===== src/spi_pkg.sv =====
// Constants, register map and types shared by the serial port design.
// Assumes a single 25 MHz bus clock and byte-wide software registers.
package spi_pkg;

	typedef logic [7:0] byte_t;
	typedef logic [2:0] addr_t;

	// ----------------------------------------------------------------
	// Register map
	// ----------------------------------------------------------------
	localparam addr_t OFS_CTRL1  = 3'h0;
	localparam addr_t OFS_CTRL2  = 3'h1;
	localparam addr_t OFS_BAUD   = 3'h2;
	localparam addr_t OFS_STATUS = 3'h3;
	localparam addr_t OFS_DATA   = 3'h4;

	// ----------------------------------------------------------------
	// Field positions
	// ----------------------------------------------------------------
	localparam int C1_ENABLE  = 6;
	localparam int C1_MASTER  = 4;
	localparam int C1_CLOCK_IDLE_LEVEL    = 3;
	localparam int C1_CLOCK_EDGE_PHASE    = 2;
	localparam int C1_SEL_OUT = 1;
	localparam int C1_LSBF    = 0;
	localparam int C2_FAULT_EN = 4;
	localparam int C2_DIR_OUT  = 3;
	localparam int C2_SWIRE   = 0;
	localparam int BD_PRE_LO  = 4;
	localparam int BD_RATE_LO = 0;
	localparam int ST_RXFULL  = 7;
	localparam int ST_TXEMPTY = 5;
	localparam int ST_FAULT   = 4;

	// Writable bits of each control register
	localparam byte_t CTRL1_MASK = 8'hFF;
	localparam byte_t CTRL2_MASK = 8'h1B;
	localparam byte_t BAUD_MASK  = 8'h77;

	// ----------------------------------------------------------------
	// Reset values and counts
	// ----------------------------------------------------------------
	localparam byte_t CTRL1_RST  = 8'h04;
	localparam byte_t CTRL2_RST  = 8'h00;
	localparam byte_t BAUD_RST   = 8'h00;
	localparam byte_t DATA_RST   = 8'h00;
	localparam logic [3:0] LAST_EDGE = 4'hF;

	// Transfer engine states
	typedef enum logic [1:0] {
		ST_IDLE = 2'b01,
		ST_XFER = 2'b10
	} xfer_state_t;

endpackage


===== src/baud_if.sv =====
// Link between the port core and its bit-rate divider.
// Assumes both ends share the bus clock.
`timescale 1ns/1ps
`default_nettype none
interface baud_if;
	logic [2:0] prescale_select;
	logic [2:0] rate_select;
	logic       run;
	logic       tick;

	modport ctrl (output prescale_select, output rate_select, output run, input tick);
	modport gen  (input prescale_select, input rate_select, input run, output tick);
endinterface
`default_nettype wire


===== src/spi_baud_gen.sv =====
// Master bit-rate divider: one tick per serial clock edge.
// Assumes settings stay stable while run is high.
`timescale 1ns/1ps
`default_nettype none
module spi_baud_gen (
	input  wire logic clock_i,
	input  wire logic rst_n,
	baud_if.gen       bus
);
	import spi_pkg::*;

	logic [2:0] pre_cnt_r;
	logic [6:0] half_cnt_r;
	logic [6:0] half_last;
	logic       pre_done;

	// Half bit period is prescale divisor times half the rate divisor
	assign half_last = 7'((8'h01 << bus.rate_select) - 8'h01);
	assign pre_done  = (pre_cnt_r == bus.prescale_select);
	assign bus.tick  = bus.run && pre_done && (half_cnt_r == half_last);

	always_ff @(posedge clock_i or negedge rst_n) begin
		if (!rst_n) begin
			pre_cnt_r <= 3'h0;
		end else if (!bus.run || pre_done) begin
			pre_cnt_r <= 3'h0;
		end else begin
			pre_cnt_r <= pre_cnt_r + 3'h1;
		end
	end

	always_ff @(posedge clock_i or negedge rst_n) begin
		if (!rst_n) begin
			half_cnt_r <= 7'h00;
		end else if (!bus.run || bus.tick) begin
			half_cnt_r <= 7'h00;
		end else if (pre_done) begin
			half_cnt_r <= half_cnt_r + 7'h01;
		end
	end
endmodule
`default_nettype wire


===== src/spi_port.sv =====
// Serial peripheral port, master or slave, with byte-wide registers.
// Assumes pin inputs synchronous to clock_i and pad muxing outside.
//
// What this block does
// - Master bit rate at most bus clock/2
// - Master starts; shift registers exchange contents
// - Master drives clock, MOSI out, MISO in
// - Slave clocked by pin, MISO out, MOSI in
// - Written byte waits, loaded at transfer start
// - Finished byte moves to receive buffer unless it is still full
// - Prescaler divides bus clock by 1..8
// - Rate select divides further by 2..256
// - Disabled port drives none of four pins
// - Two-wire mode uses both data pins normally
// - Single-wire master uses MOSI, frees MISO
// - Single-wire slave uses MISO, frees MOSI
// - Bidir output enable sets shared pin direction
// - Master select pin: free, fault input, output
// - Stop disables port; deep stop resets it
// - Light stop holds state and resumes
// - Five byte-wide software registers
// - Disable aborts, empties buffers, resets flags
// - Clock idle level follows polarity bit
// - Phase picks mid-bit or start-bit first edge
// - Low-bit-first control selects shift order
//
// Decided for this implementation: the register addresses and the plain strobed port.
`timescale 1ns/1ps
`default_nettype none
module spi_port (
	input  wire logic          clock_i,
	input  wire logic          reset_n_i,
	input  wire spi_pkg::addr_t addr_i,
	input  wire spi_pkg::byte_t wdata_i,
	input  wire logic          wr_i,
	input  wire logic          rd_i,
	output var  spi_pkg::byte_t rdata_o,
	input  wire logic          stop3_i,
	input  wire logic          deep_stop_i,
	input  wire logic          sck_i,
	output logic               sck_o,
	output logic               sck_oe_n_o,
	input  wire logic          mosi_i,
	output logic               mosi_o,
	output logic               mosi_oe_n_o,
	input  wire logic          miso_i,
	output logic               miso_o,
	output logic               miso_oe_n_o,
	input  wire logic          ss_n_i,
	output logic               ss_n_o,
	output logic               ss_oe_n_o
);
	import spi_pkg::*;

	// ----------------------------------------------------------------
	// Reset release
	// ----------------------------------------------------------------
	logic rst_meta_r;
	logic rst_n;

	always_ff @(posedge clock_i or negedge reset_n_i) begin
		if (!reset_n_i) begin
			rst_meta_r <= 1'b0;
			rst_n      <= 1'b0;
		end else begin
			rst_meta_r <= 1'b1;
			rst_n      <= rst_meta_r;
		end
	end

	// Frozen clocks in light stop, full wipe in deep stop
	logic run;
	logic wipe;
	assign run  = !stop3_i;
	assign wipe = deep_stop_i;

	// ----------------------------------------------------------------
	// Registers
	// ----------------------------------------------------------------
	byte_t ctrl1_r;
	byte_t ctrl2_r;
	byte_t baud_r;
	byte_t tx_buf_r;
	byte_t rx_buf_r;
	logic  tx_empty_r;
	logic  rx_full_r;
	logic  fault_r;
	logic  fault_armed_r;

	logic enable, master, clock_idle_level, clock_edge_phase, sel_out_en, lsbf, fault_en, dir_out, swire;
	assign enable  = ctrl1_r[C1_ENABLE] && !stop3_i && !deep_stop_i;
	assign master  = ctrl1_r[C1_MASTER];
	assign clock_idle_level    = ctrl1_r[C1_CLOCK_IDLE_LEVEL];
	assign clock_edge_phase    = ctrl1_r[C1_CLOCK_EDGE_PHASE];
	assign sel_out_en = ctrl1_r[C1_SEL_OUT];
	assign lsbf       = ctrl1_r[C1_LSBF];
	assign fault_en   = ctrl2_r[C2_FAULT_EN];
	assign dir_out    = ctrl2_r[C2_DIR_OUT];
	assign swire   = ctrl2_r[C2_SWIRE];

	logic wr_c1, wr_c2, wr_bd, wr_data, rd_st, rd_data;
	assign wr_c1   = wr_i && run && addr_i == OFS_CTRL1;
	assign wr_c2   = wr_i && run && addr_i == OFS_CTRL2;
	assign wr_bd   = wr_i && run && addr_i == OFS_BAUD;
	assign wr_data = wr_i && run && addr_i == OFS_DATA;
	assign rd_st   = rd_i && run && addr_i == OFS_STATUS;
	assign rd_data = rd_i && run && addr_i == OFS_DATA;

	always_ff @(posedge clock_i or negedge rst_n) begin
		if (!rst_n) begin
			ctrl1_r <= CTRL1_RST;
			ctrl2_r <= CTRL2_RST;
			baud_r  <= BAUD_RST;
		end else if (wipe) begin
			ctrl1_r <= CTRL1_RST;
			ctrl2_r <= CTRL2_RST;
			baud_r  <= BAUD_RST;
		end else begin
			if (wr_c1) begin
				ctrl1_r <= wdata_i & CTRL1_MASK;
			end
			if (wr_c2) begin
				ctrl2_r <= wdata_i & CTRL2_MASK;
			end
			if (wr_bd) begin
				baud_r <= wdata_i & BAUD_MASK;
			end
		end
	end

	// ----------------------------------------------------------------
	// Transfer engine
	// ----------------------------------------------------------------
	xfer_state_t state_r;
	byte_t       shift_r;
	logic [3:0]  edge_cnt_r;
	logic        in_bit_r;
	logic        sck_r;
	logic        sck_prev_r;
	baud_if      baud ();

	logic busy, fault_in, ss_auto, slave_sel, din, edge_ev, sample, do_shift, last;
	logic shift_bit, start_m, start_s, start, abort;
	byte_t shifted;

	assign busy      = (state_r == ST_XFER);
	assign fault_in  = enable && master && fault_en && !sel_out_en;
	assign ss_auto   = enable && master && fault_en && sel_out_en;
	assign slave_sel = enable && !master && !ss_n_i;
	assign din       = master ? (swire ? mosi_i : miso_i)
	                          : (swire ? miso_i : mosi_i);
	assign baud.prescale_select = baud_r[BD_PRE_LO +: 3];
	assign baud.rate_select     = baud_r[BD_RATE_LO +: 3];
	assign baud.run             = run && busy && master;

	// Master edges come from the divider, slave edges from the pin
	assign edge_ev  = run && busy && (master ? baud.tick : (sck_i != sck_prev_r));
	assign last     = edge_ev && edge_cnt_r == LAST_EDGE;
	assign sample   = edge_ev && (edge_cnt_r[0] == clock_edge_phase);
	assign do_shift = edge_ev && ((edge_cnt_r[0] != clock_edge_phase && !(clock_edge_phase && edge_cnt_r == 4'h0))
	                  || (last && clock_edge_phase));
	assign shift_bit = (last && clock_edge_phase) ? din : in_bit_r;
	assign shifted   = lsbf ? {shift_bit, shift_r[7:1]} : {shift_r[6:0], shift_bit};

	assign start_m = enable && master && !tx_empty_r && !fault_r && !busy;
	assign start_s = slave_sel && !busy;
	assign start   = run && (start_m || start_s);
	// Halted clocks abort nothing, so a light stop resumes mid-byte
	assign abort   = run && (!enable || (master && fault_r) || (!master && busy && ss_n_i));

	always_ff @(posedge clock_i or negedge rst_n) begin
		if (!rst_n) begin
			state_r <= ST_IDLE;
		end else if (wipe || abort) begin
			state_r <= ST_IDLE;
		end else if (run) begin
			case (state_r)
				ST_IDLE: begin
					if (start) begin
						state_r <= ST_XFER;
					end
				end
				ST_XFER: begin
					if (last) begin
						state_r <= ST_IDLE;
					end
				end
				default: begin
					state_r <= ST_IDLE;
				end
			endcase
		end
	end

	always_ff @(posedge clock_i or negedge rst_n) begin
		if (!rst_n) begin
			edge_cnt_r <= 4'h0;
		end else if (wipe || abort || start) begin
			edge_cnt_r <= 4'h0;
		end else if (edge_ev) begin
			edge_cnt_r <= edge_cnt_r + 4'h1;
		end
	end

	always_ff @(posedge clock_i or negedge rst_n) begin
		if (!rst_n) begin
			shift_r  <= DATA_RST;
			in_bit_r <= 1'b0;
		end else if (wipe || (run && !enable)) begin
			shift_r  <= DATA_RST;
			in_bit_r <= 1'b0;
		end else if (start) begin
			shift_r <= tx_buf_r;
		end else begin
			if (sample) begin
				in_bit_r <= din;
			end
			if (do_shift) begin
				shift_r <= shifted;
			end
		end
	end

	// Serial clock toggles once per edge and rests at its idle level
	always_ff @(posedge clock_i or negedge rst_n) begin
		if (!rst_n) begin
			sck_r <= 1'b0;
		end else if (wipe || !busy || abort) begin
			sck_r <= clock_idle_level;
		end else if (edge_ev && master) begin
			sck_r <= !sck_r;
		end
	end

	always_ff @(posedge clock_i or negedge rst_n) begin
		if (!rst_n) begin
			sck_prev_r <= 1'b0;
		end else if (run) begin
			sck_prev_r <= sck_i;
		end
	end

	// ----------------------------------------------------------------
	// Buffers and flags
	// ----------------------------------------------------------------
	always_ff @(posedge clock_i or negedge rst_n) begin
		if (!rst_n) begin
			tx_buf_r   <= DATA_RST;
			tx_empty_r <= 1'b1;
		end else if (wipe || (run && !enable)) begin
			tx_buf_r   <= DATA_RST;
			tx_empty_r <= 1'b1;
		end else if (wr_data) begin
			tx_buf_r   <= wdata_i;
			tx_empty_r <= 1'b0;
		end else if (start) begin
			tx_empty_r <= 1'b1;
		end
	end

	always_ff @(posedge clock_i or negedge rst_n) begin
		if (!rst_n) begin
			rx_buf_r  <= DATA_RST;
			rx_full_r <= 1'b0;
		end else if (wipe || (run && !enable)) begin
			rx_buf_r  <= DATA_RST;
			rx_full_r <= 1'b0;
		end else if (last && !rx_full_r) begin
			rx_buf_r  <= shifted;
			rx_full_r <= 1'b1;
		end else if (last) begin
			rx_full_r <= 1'b1;
		end else if (rd_data) begin
			rx_full_r <= 1'b0;
		end
	end

	// Fault clears by a status read with the flag set, then an OFS_CTRL1 write
	always_ff @(posedge clock_i or negedge rst_n) begin
		if (!rst_n) begin
			fault_r       <= 1'b0;
			fault_armed_r <= 1'b0;
		end else if (wipe || (run && !enable)) begin
			fault_r       <= 1'b0;
			fault_armed_r <= 1'b0;
		end else if (run) begin
			if (fault_in && !ss_n_i) begin
				fault_r <= 1'b1;
			end else if (wr_c1 && fault_armed_r) begin
				fault_r <= 1'b0;
			end
			if (rd_st) begin
				fault_armed_r <= fault_r;
			end else if (wr_c1) begin
				fault_armed_r <= 1'b0;
			end
		end
	end

	// ----------------------------------------------------------------
	// Read port
	// ----------------------------------------------------------------
	byte_t status;
	always_comb begin
		status             = 8'h00;
		status[ST_RXFULL]  = rx_full_r;
		status[ST_TXEMPTY] = tx_empty_r;
		status[ST_FAULT]   = fault_r;
	end

	always_ff @(posedge clock_i or negedge rst_n) begin
		if (!rst_n) begin
			rdata_o <= 8'h00;
		end else if (rd_i && run) begin
			case (addr_i)
				OFS_CTRL1:  rdata_o <= ctrl1_r;
				OFS_CTRL2:  rdata_o <= ctrl2_r;
				OFS_BAUD:   rdata_o <= baud_r;
				OFS_STATUS: rdata_o <= status;
				OFS_DATA:   rdata_o <= rx_buf_r;
				default:    rdata_o <= 8'h00;
			endcase
		end else begin
			rdata_o <= 8'h00;
		end
	end

	// ----------------------------------------------------------------
	// Pins
	// ----------------------------------------------------------------
	logic m_drive, s_drive, data_out;
	assign m_drive  = enable && master && !fault_r;
	assign s_drive  = slave_sel;
	assign data_out = lsbf ? shift_r[0] : shift_r[7];

	always_comb begin
		sck_o       = sck_r;
		mosi_o      = data_out;
		miso_o      = data_out;
		ss_n_o      = !busy;
		sck_oe_n_o  = !m_drive;
		mosi_oe_n_o = 1'b1;
		miso_oe_n_o = 1'b1;
		ss_oe_n_o   = !(ss_auto && !fault_r);
		if (m_drive) begin
			mosi_oe_n_o = swire ? !dir_out : 1'b0;
		end
		if (s_drive) begin
			miso_oe_n_o = swire ? !dir_out : 1'b0;
		end
		if (!enable) begin
			sck_oe_n_o  = 1'b1;
			mosi_oe_n_o = 1'b1;
			miso_oe_n_o = 1'b1;
			ss_oe_n_o   = 1'b1;
		end
	end

	spi_baud_gen baud_gen (
		.clock_i (clock_i),
		.rst_n   (rst_n),
		.bus     (baud.gen)
	);
endmodule
`default_nettype wire


===== config.mk =====
export PLATFORM = sky130hd
export DESIGN_NAME = spi_port
export DESIGN_NICKNAME = d
export VERILOG_FILES = /design/src/spi_pkg.sv /design/src/baud_if.sv /design/src/spi_baud_gen.sv /design/src/spi_port.sv
export SDC_FILE = /design/constraint.sdc
export NUM_CORES = 1
export LEC_CHECK = 0
export BUFFER_PORTS_ARGS = -buffer_cell sky130_fd_sc_hd__buf_2
export CAP_MARGIN = 40
export CORE_UTILIZATION = 50
export CTS_CLUSTER_DIAMETER = 80
export DETAILED_ROUTE_END_ITERATION = 8
export PLACE_DENSITY = 0.69
export SYNTH_ARGS = -nofsm -noshare
export SYNTH_HDL_FRONTEND = slang
export SYNTH_SLANG_ARGS = --single-unit
export TNS_END_PERCENT = 5

===== constraint.sdc =====
create_clock -name clock_i -period 3.5 [get_ports clock_i]
set_input_delay 0.35 -clock clock_i [delete_from_list [all_inputs] [get_ports clock_i]]
set_output_delay 0.35 -clock clock_i [all_outputs]
set_load 0.01 [all_outputs]

==> impl_metrics.yaml <==
floorplanning:
  die_h_um: 92.6
  die_w_um: 92.6
  core_mm2: 0.00785
  io-pin-count: 37
  row_count: 32
  die_area_mm2: 0.00857
  start_util_pct: 52.3
logic_synthesis:
  synth_top_area_share_pct: 43.9
  synthCells: 430
  synth_ff_type: "dfrtp_1"
  ys_types: 58
  synth_area_mm2: 0.00410
  yosysWarnings: 0
  syn_avg_cell_area_um2: 9.54
  yosysTopAreaCell: "dfrtp_1"
  synth-async-reset-ratio_pct: 100
  synth_edf_count: 0
  synthTopCellsByArea: "dfrtp_1 (44%), mux2i_1 (8.8%), nor2_1 (7.0%), xnor2_1 (3.4%), nand2_1 (3.3%)"
  syn_nets: 456
  synth.ff_latch_count: 75
  yosysSeqAreaShare_pct: 45.8
clock_network:
  clk_latency_ns: 0.34
  cts_made_buffers: 9
  root_buffer: "clkbuf_8"
  clk_transition_reported_paths_ns: 0.08
  cts_sinks: 75
  clockBufferDepth: 2
  cts_tree: "built"
  htreeDepth: 3
  cts_repair_resize_count: 0
timing:
  final.setup_skew_ns: 0.00969
  worstMarginPinSlew_ns: 0.832
  drv_slew: 0
  setup_viol: 0
  setup_tns_ns: 0
  max_freq_ghz: 0.318
  period_share_pct: 89.9
  post-route-min-period_ns: 3.15
  rsz0062_at_grt: "no"
  hold_ws_ns: 0.249
  finalHoldViolations: 0
  slew_headroom_pct: 44.1
route:
  ant_nets: 0
  firstDrtPassIters: 4
  vias: 3168
  wl_per_cell_um: 17.2
  drt-total-wl_um: 9700
  via_per_inst: 5.62
  drc: 0
  drt_iter0_drc: 140
placed_design:
  globalplace.congestion: 0.890
  io_buffers: 36
  dpl.hpwl_um: 6940
finish:
  final_nets: 483
  drive_gt1_share_pct: 17.3
  antennaDiodeCount: 0
  fillCellCount: 731
  regArea_mm2: 0.00188
  syn2layout_area_growth_pct: 10.9
  multi_input_area_mm2: 0.00207
critical_path:
  critPathArrivalTime_ns: 3.40
  cp-startpoint: "baud_r[1]"
  cp-end-kind: "register"
  critPathMaxFanout: 15
  start_kind: "register"
  r2r_start: "baud_r[1]"
  cp_data_required_time_ns: 3.76
  critical_path_class: "reg -> reg"
pwr:
  finalPower_mw: 1.62
  pwr_density_cell_mw_per_mm2: 357
  power_leakage_nw: 1.98
  vdd_drop_max_mv: 0.255
global_routing:
  grtUsageTotal_pct: 24.9
  grt_pass1_vias: 3212
  grt_max_degree: 74
  grt_pass1_wl_um: 16300
  antenna_found_initial: 0
  grt_overflow: 0
min_path:
  min_from: "ss_n_i"
  min_path_type: "in -> reg"
status:
  run_status: "completed"
flow_run:
  cap_violations: 0
-- cells in the final DEF (no fill, tap or decap), types with 3 or more instances in the layout --
cell type | Yosys | layout
a211oi_1 | 5 | 5
a21oi_1 | 20 | 20
a221oi_1 | 3 | 3
a22o_1 | 8 | 8
and3_1 | 6 | 6
buf_2 | 5 | 36
buf_4 | 3 | 5
clkbuf_8 | 0 | 12
dfrtp_1 | 72 | 71
dfstp_2 | 3 | 3
ha_1 | 5 | 5
inv_1 | 8 | 8
mux2_2 | 6 | 6
mux2i_1 | 36 | 36
nand2_1 | 36 | 36
nand2b_1 | 9 | 9
nand3_1 | 10 | 10
nor2_1 | 77 | 77
nor2b_1 | 8 | 8
nor3_1 | 6 | 6
nor3b_1 | 5 | 5
o211ai_1 | 4 | 4
o21ai_0 | 13 | 13
o22ai_1 | 4 | 4
xnor2_1 | 16 | 16
xor2_1 | 3 | 3
-- path summary, 6_finish.rpt --
| kind | endpoint | slack (ns) | depth (start not counted) |
|---|---|---|---|
| max | rx_buf_r[5] | 0.35 | 10 |
| max reg2reg | rx_buf_r[5] | 0.35 | 10 |
| min | fault_r | 0.25 | 2 |
| min in group asynchronous | baud_r[4] | 0.27 | 1 |
| min reg2reg | baud_r[4] | 0.27 | 1 |
| max in group asynchronous | state_r[0] | 2.86 | 1 |
-- cells in the mapped netlist, types with 2 or more instances --
| master | n |
|---|---|
| nor2_1 | 77 |
| a221o_1 | 2 |
| buf_1 | 2 |
| nand2_1 | 36 |
| a211oi_2 | 2 |
| a21boi_0 | 2 |
| a31oi_1 | 2 |
| dfstp_2 | 3 |
| mux2_2 | 6 |
| nor2b_1 | 8 |
| nor4_1 | 3 |
| nor3_1 | 6 |
| a211o_1 | 2 |
| a221oi_1 | 3 |
| ha_1 | 5 |
| and2_1 | 2 |
| nand3_1 | 10 |
| dfrtp_1 | 72 |
| nand2b_1 | 9 |
| xor2_1 | 3 |
| clkbuf_1 | 16 |
| mux2i_1 | 36 |
| or2_2 | 2 |
| a21oi_1 | 20 |
| o211ai_1 | 4 |
| and3_1 | 6 |
| buf_4 | 3 |
| xnor2_1 | 16 |
| or4_1 | 2 |
| a211oi_1 | 5 |
| o21ai_0 | 13 |
| buf_2 | 5 |
| o22ai_1 | 4 |
| nor3b_1 | 5 |
| a22o_1 | 8 |
| inv_1 | 8 |
-- flip-flops by register name (all words and copies together) (netlist names), 4 cells and up --
register	flops
ctrl1_r	8
rdata_o	8
rx_buf_r	8
shift_r	8
tx_buf_r	8
baud_gen.half_cnt_r	7
baud_r	6
ctrl2_r	4
edge_cnt_r	4
-- stage by stage --
step / instances / instance area [um^2] / setup WS [ns] / utilization (%)
2_1_floorplan: 430 / 4100 / 0.706 / -
3_3_place_gp: 547 / 4350 / 0.497 / 55.4
3_5_place_dp: 547 / 4350 / 0.432 / 55.4
4_1_cts: 564 / 4550 / 0.368 / 58.0
5_1_grt: 564 / 4550 / 0.0669 / 58.0
6_report: 564 / 4550 / 0.353 / 58.0
-- worst max-delay path: stages (launching register included) --
cell	delay, ns
dfrtp_1	0.53
nor3_1	0.29
inv_1	0.08
ha_1	0.31
xor2_2	0.23
nor4_1	0.08
a2111oi_2	0.42
nand3_2	0.16
a211oi_4	0.59
nor2_1	0.13
a211oi_2	0.23
-- where the power goes --
part	leakage [nW]	total (mW)	internal [mW]	switching, mW
Sequential	1.03	0.879	0.872	0.00736
Combinational	0.855	0.106	0.0348	0.0713
Clock	0.0956	0.638	0.316	0.322
-- cell families after synthesis --
group | count (synthesis) | synth area share (%)
xor gates and xnor gates | 20 | 4.45
other | 1 | 0.0914
DFF | 75 | 45.8
and+or+nand+nor | 174 | 19.9
AOI/OAI and AO/OA | 77 | 13.8
adders and majority gates | 5 | 1.52
buffers and inverters | 36 | 3.90
muxes | 42 | 10.4
-- repair_timing --
action,4_1_cts,5_1_grt
hold endpoints to repair,2,0
setup buffers,0,0
hold buffers,1,0
-- metal layers --
layer  track usage (%)  share of wire (%)  up-vias
li1                  -                  -     1549
met1              34.0                 47     1541
met2              38.6                 48       64
met3              5.25                2.5       14
met4              9.90                2.0        0
met5                 0                  0        -
-- layout make-up --
cell class	count	area share (%)
Clock buffer	13	3.71
Tap cell	102	2.81
Sequential cell	75	41.4
Multi-Input combinational cell	319	45.5
Clock inverter	3	0.468
Timing Repair Buffer	43	5.45
Inverter	9	0.743
Power figures use the tool's default switching activity.
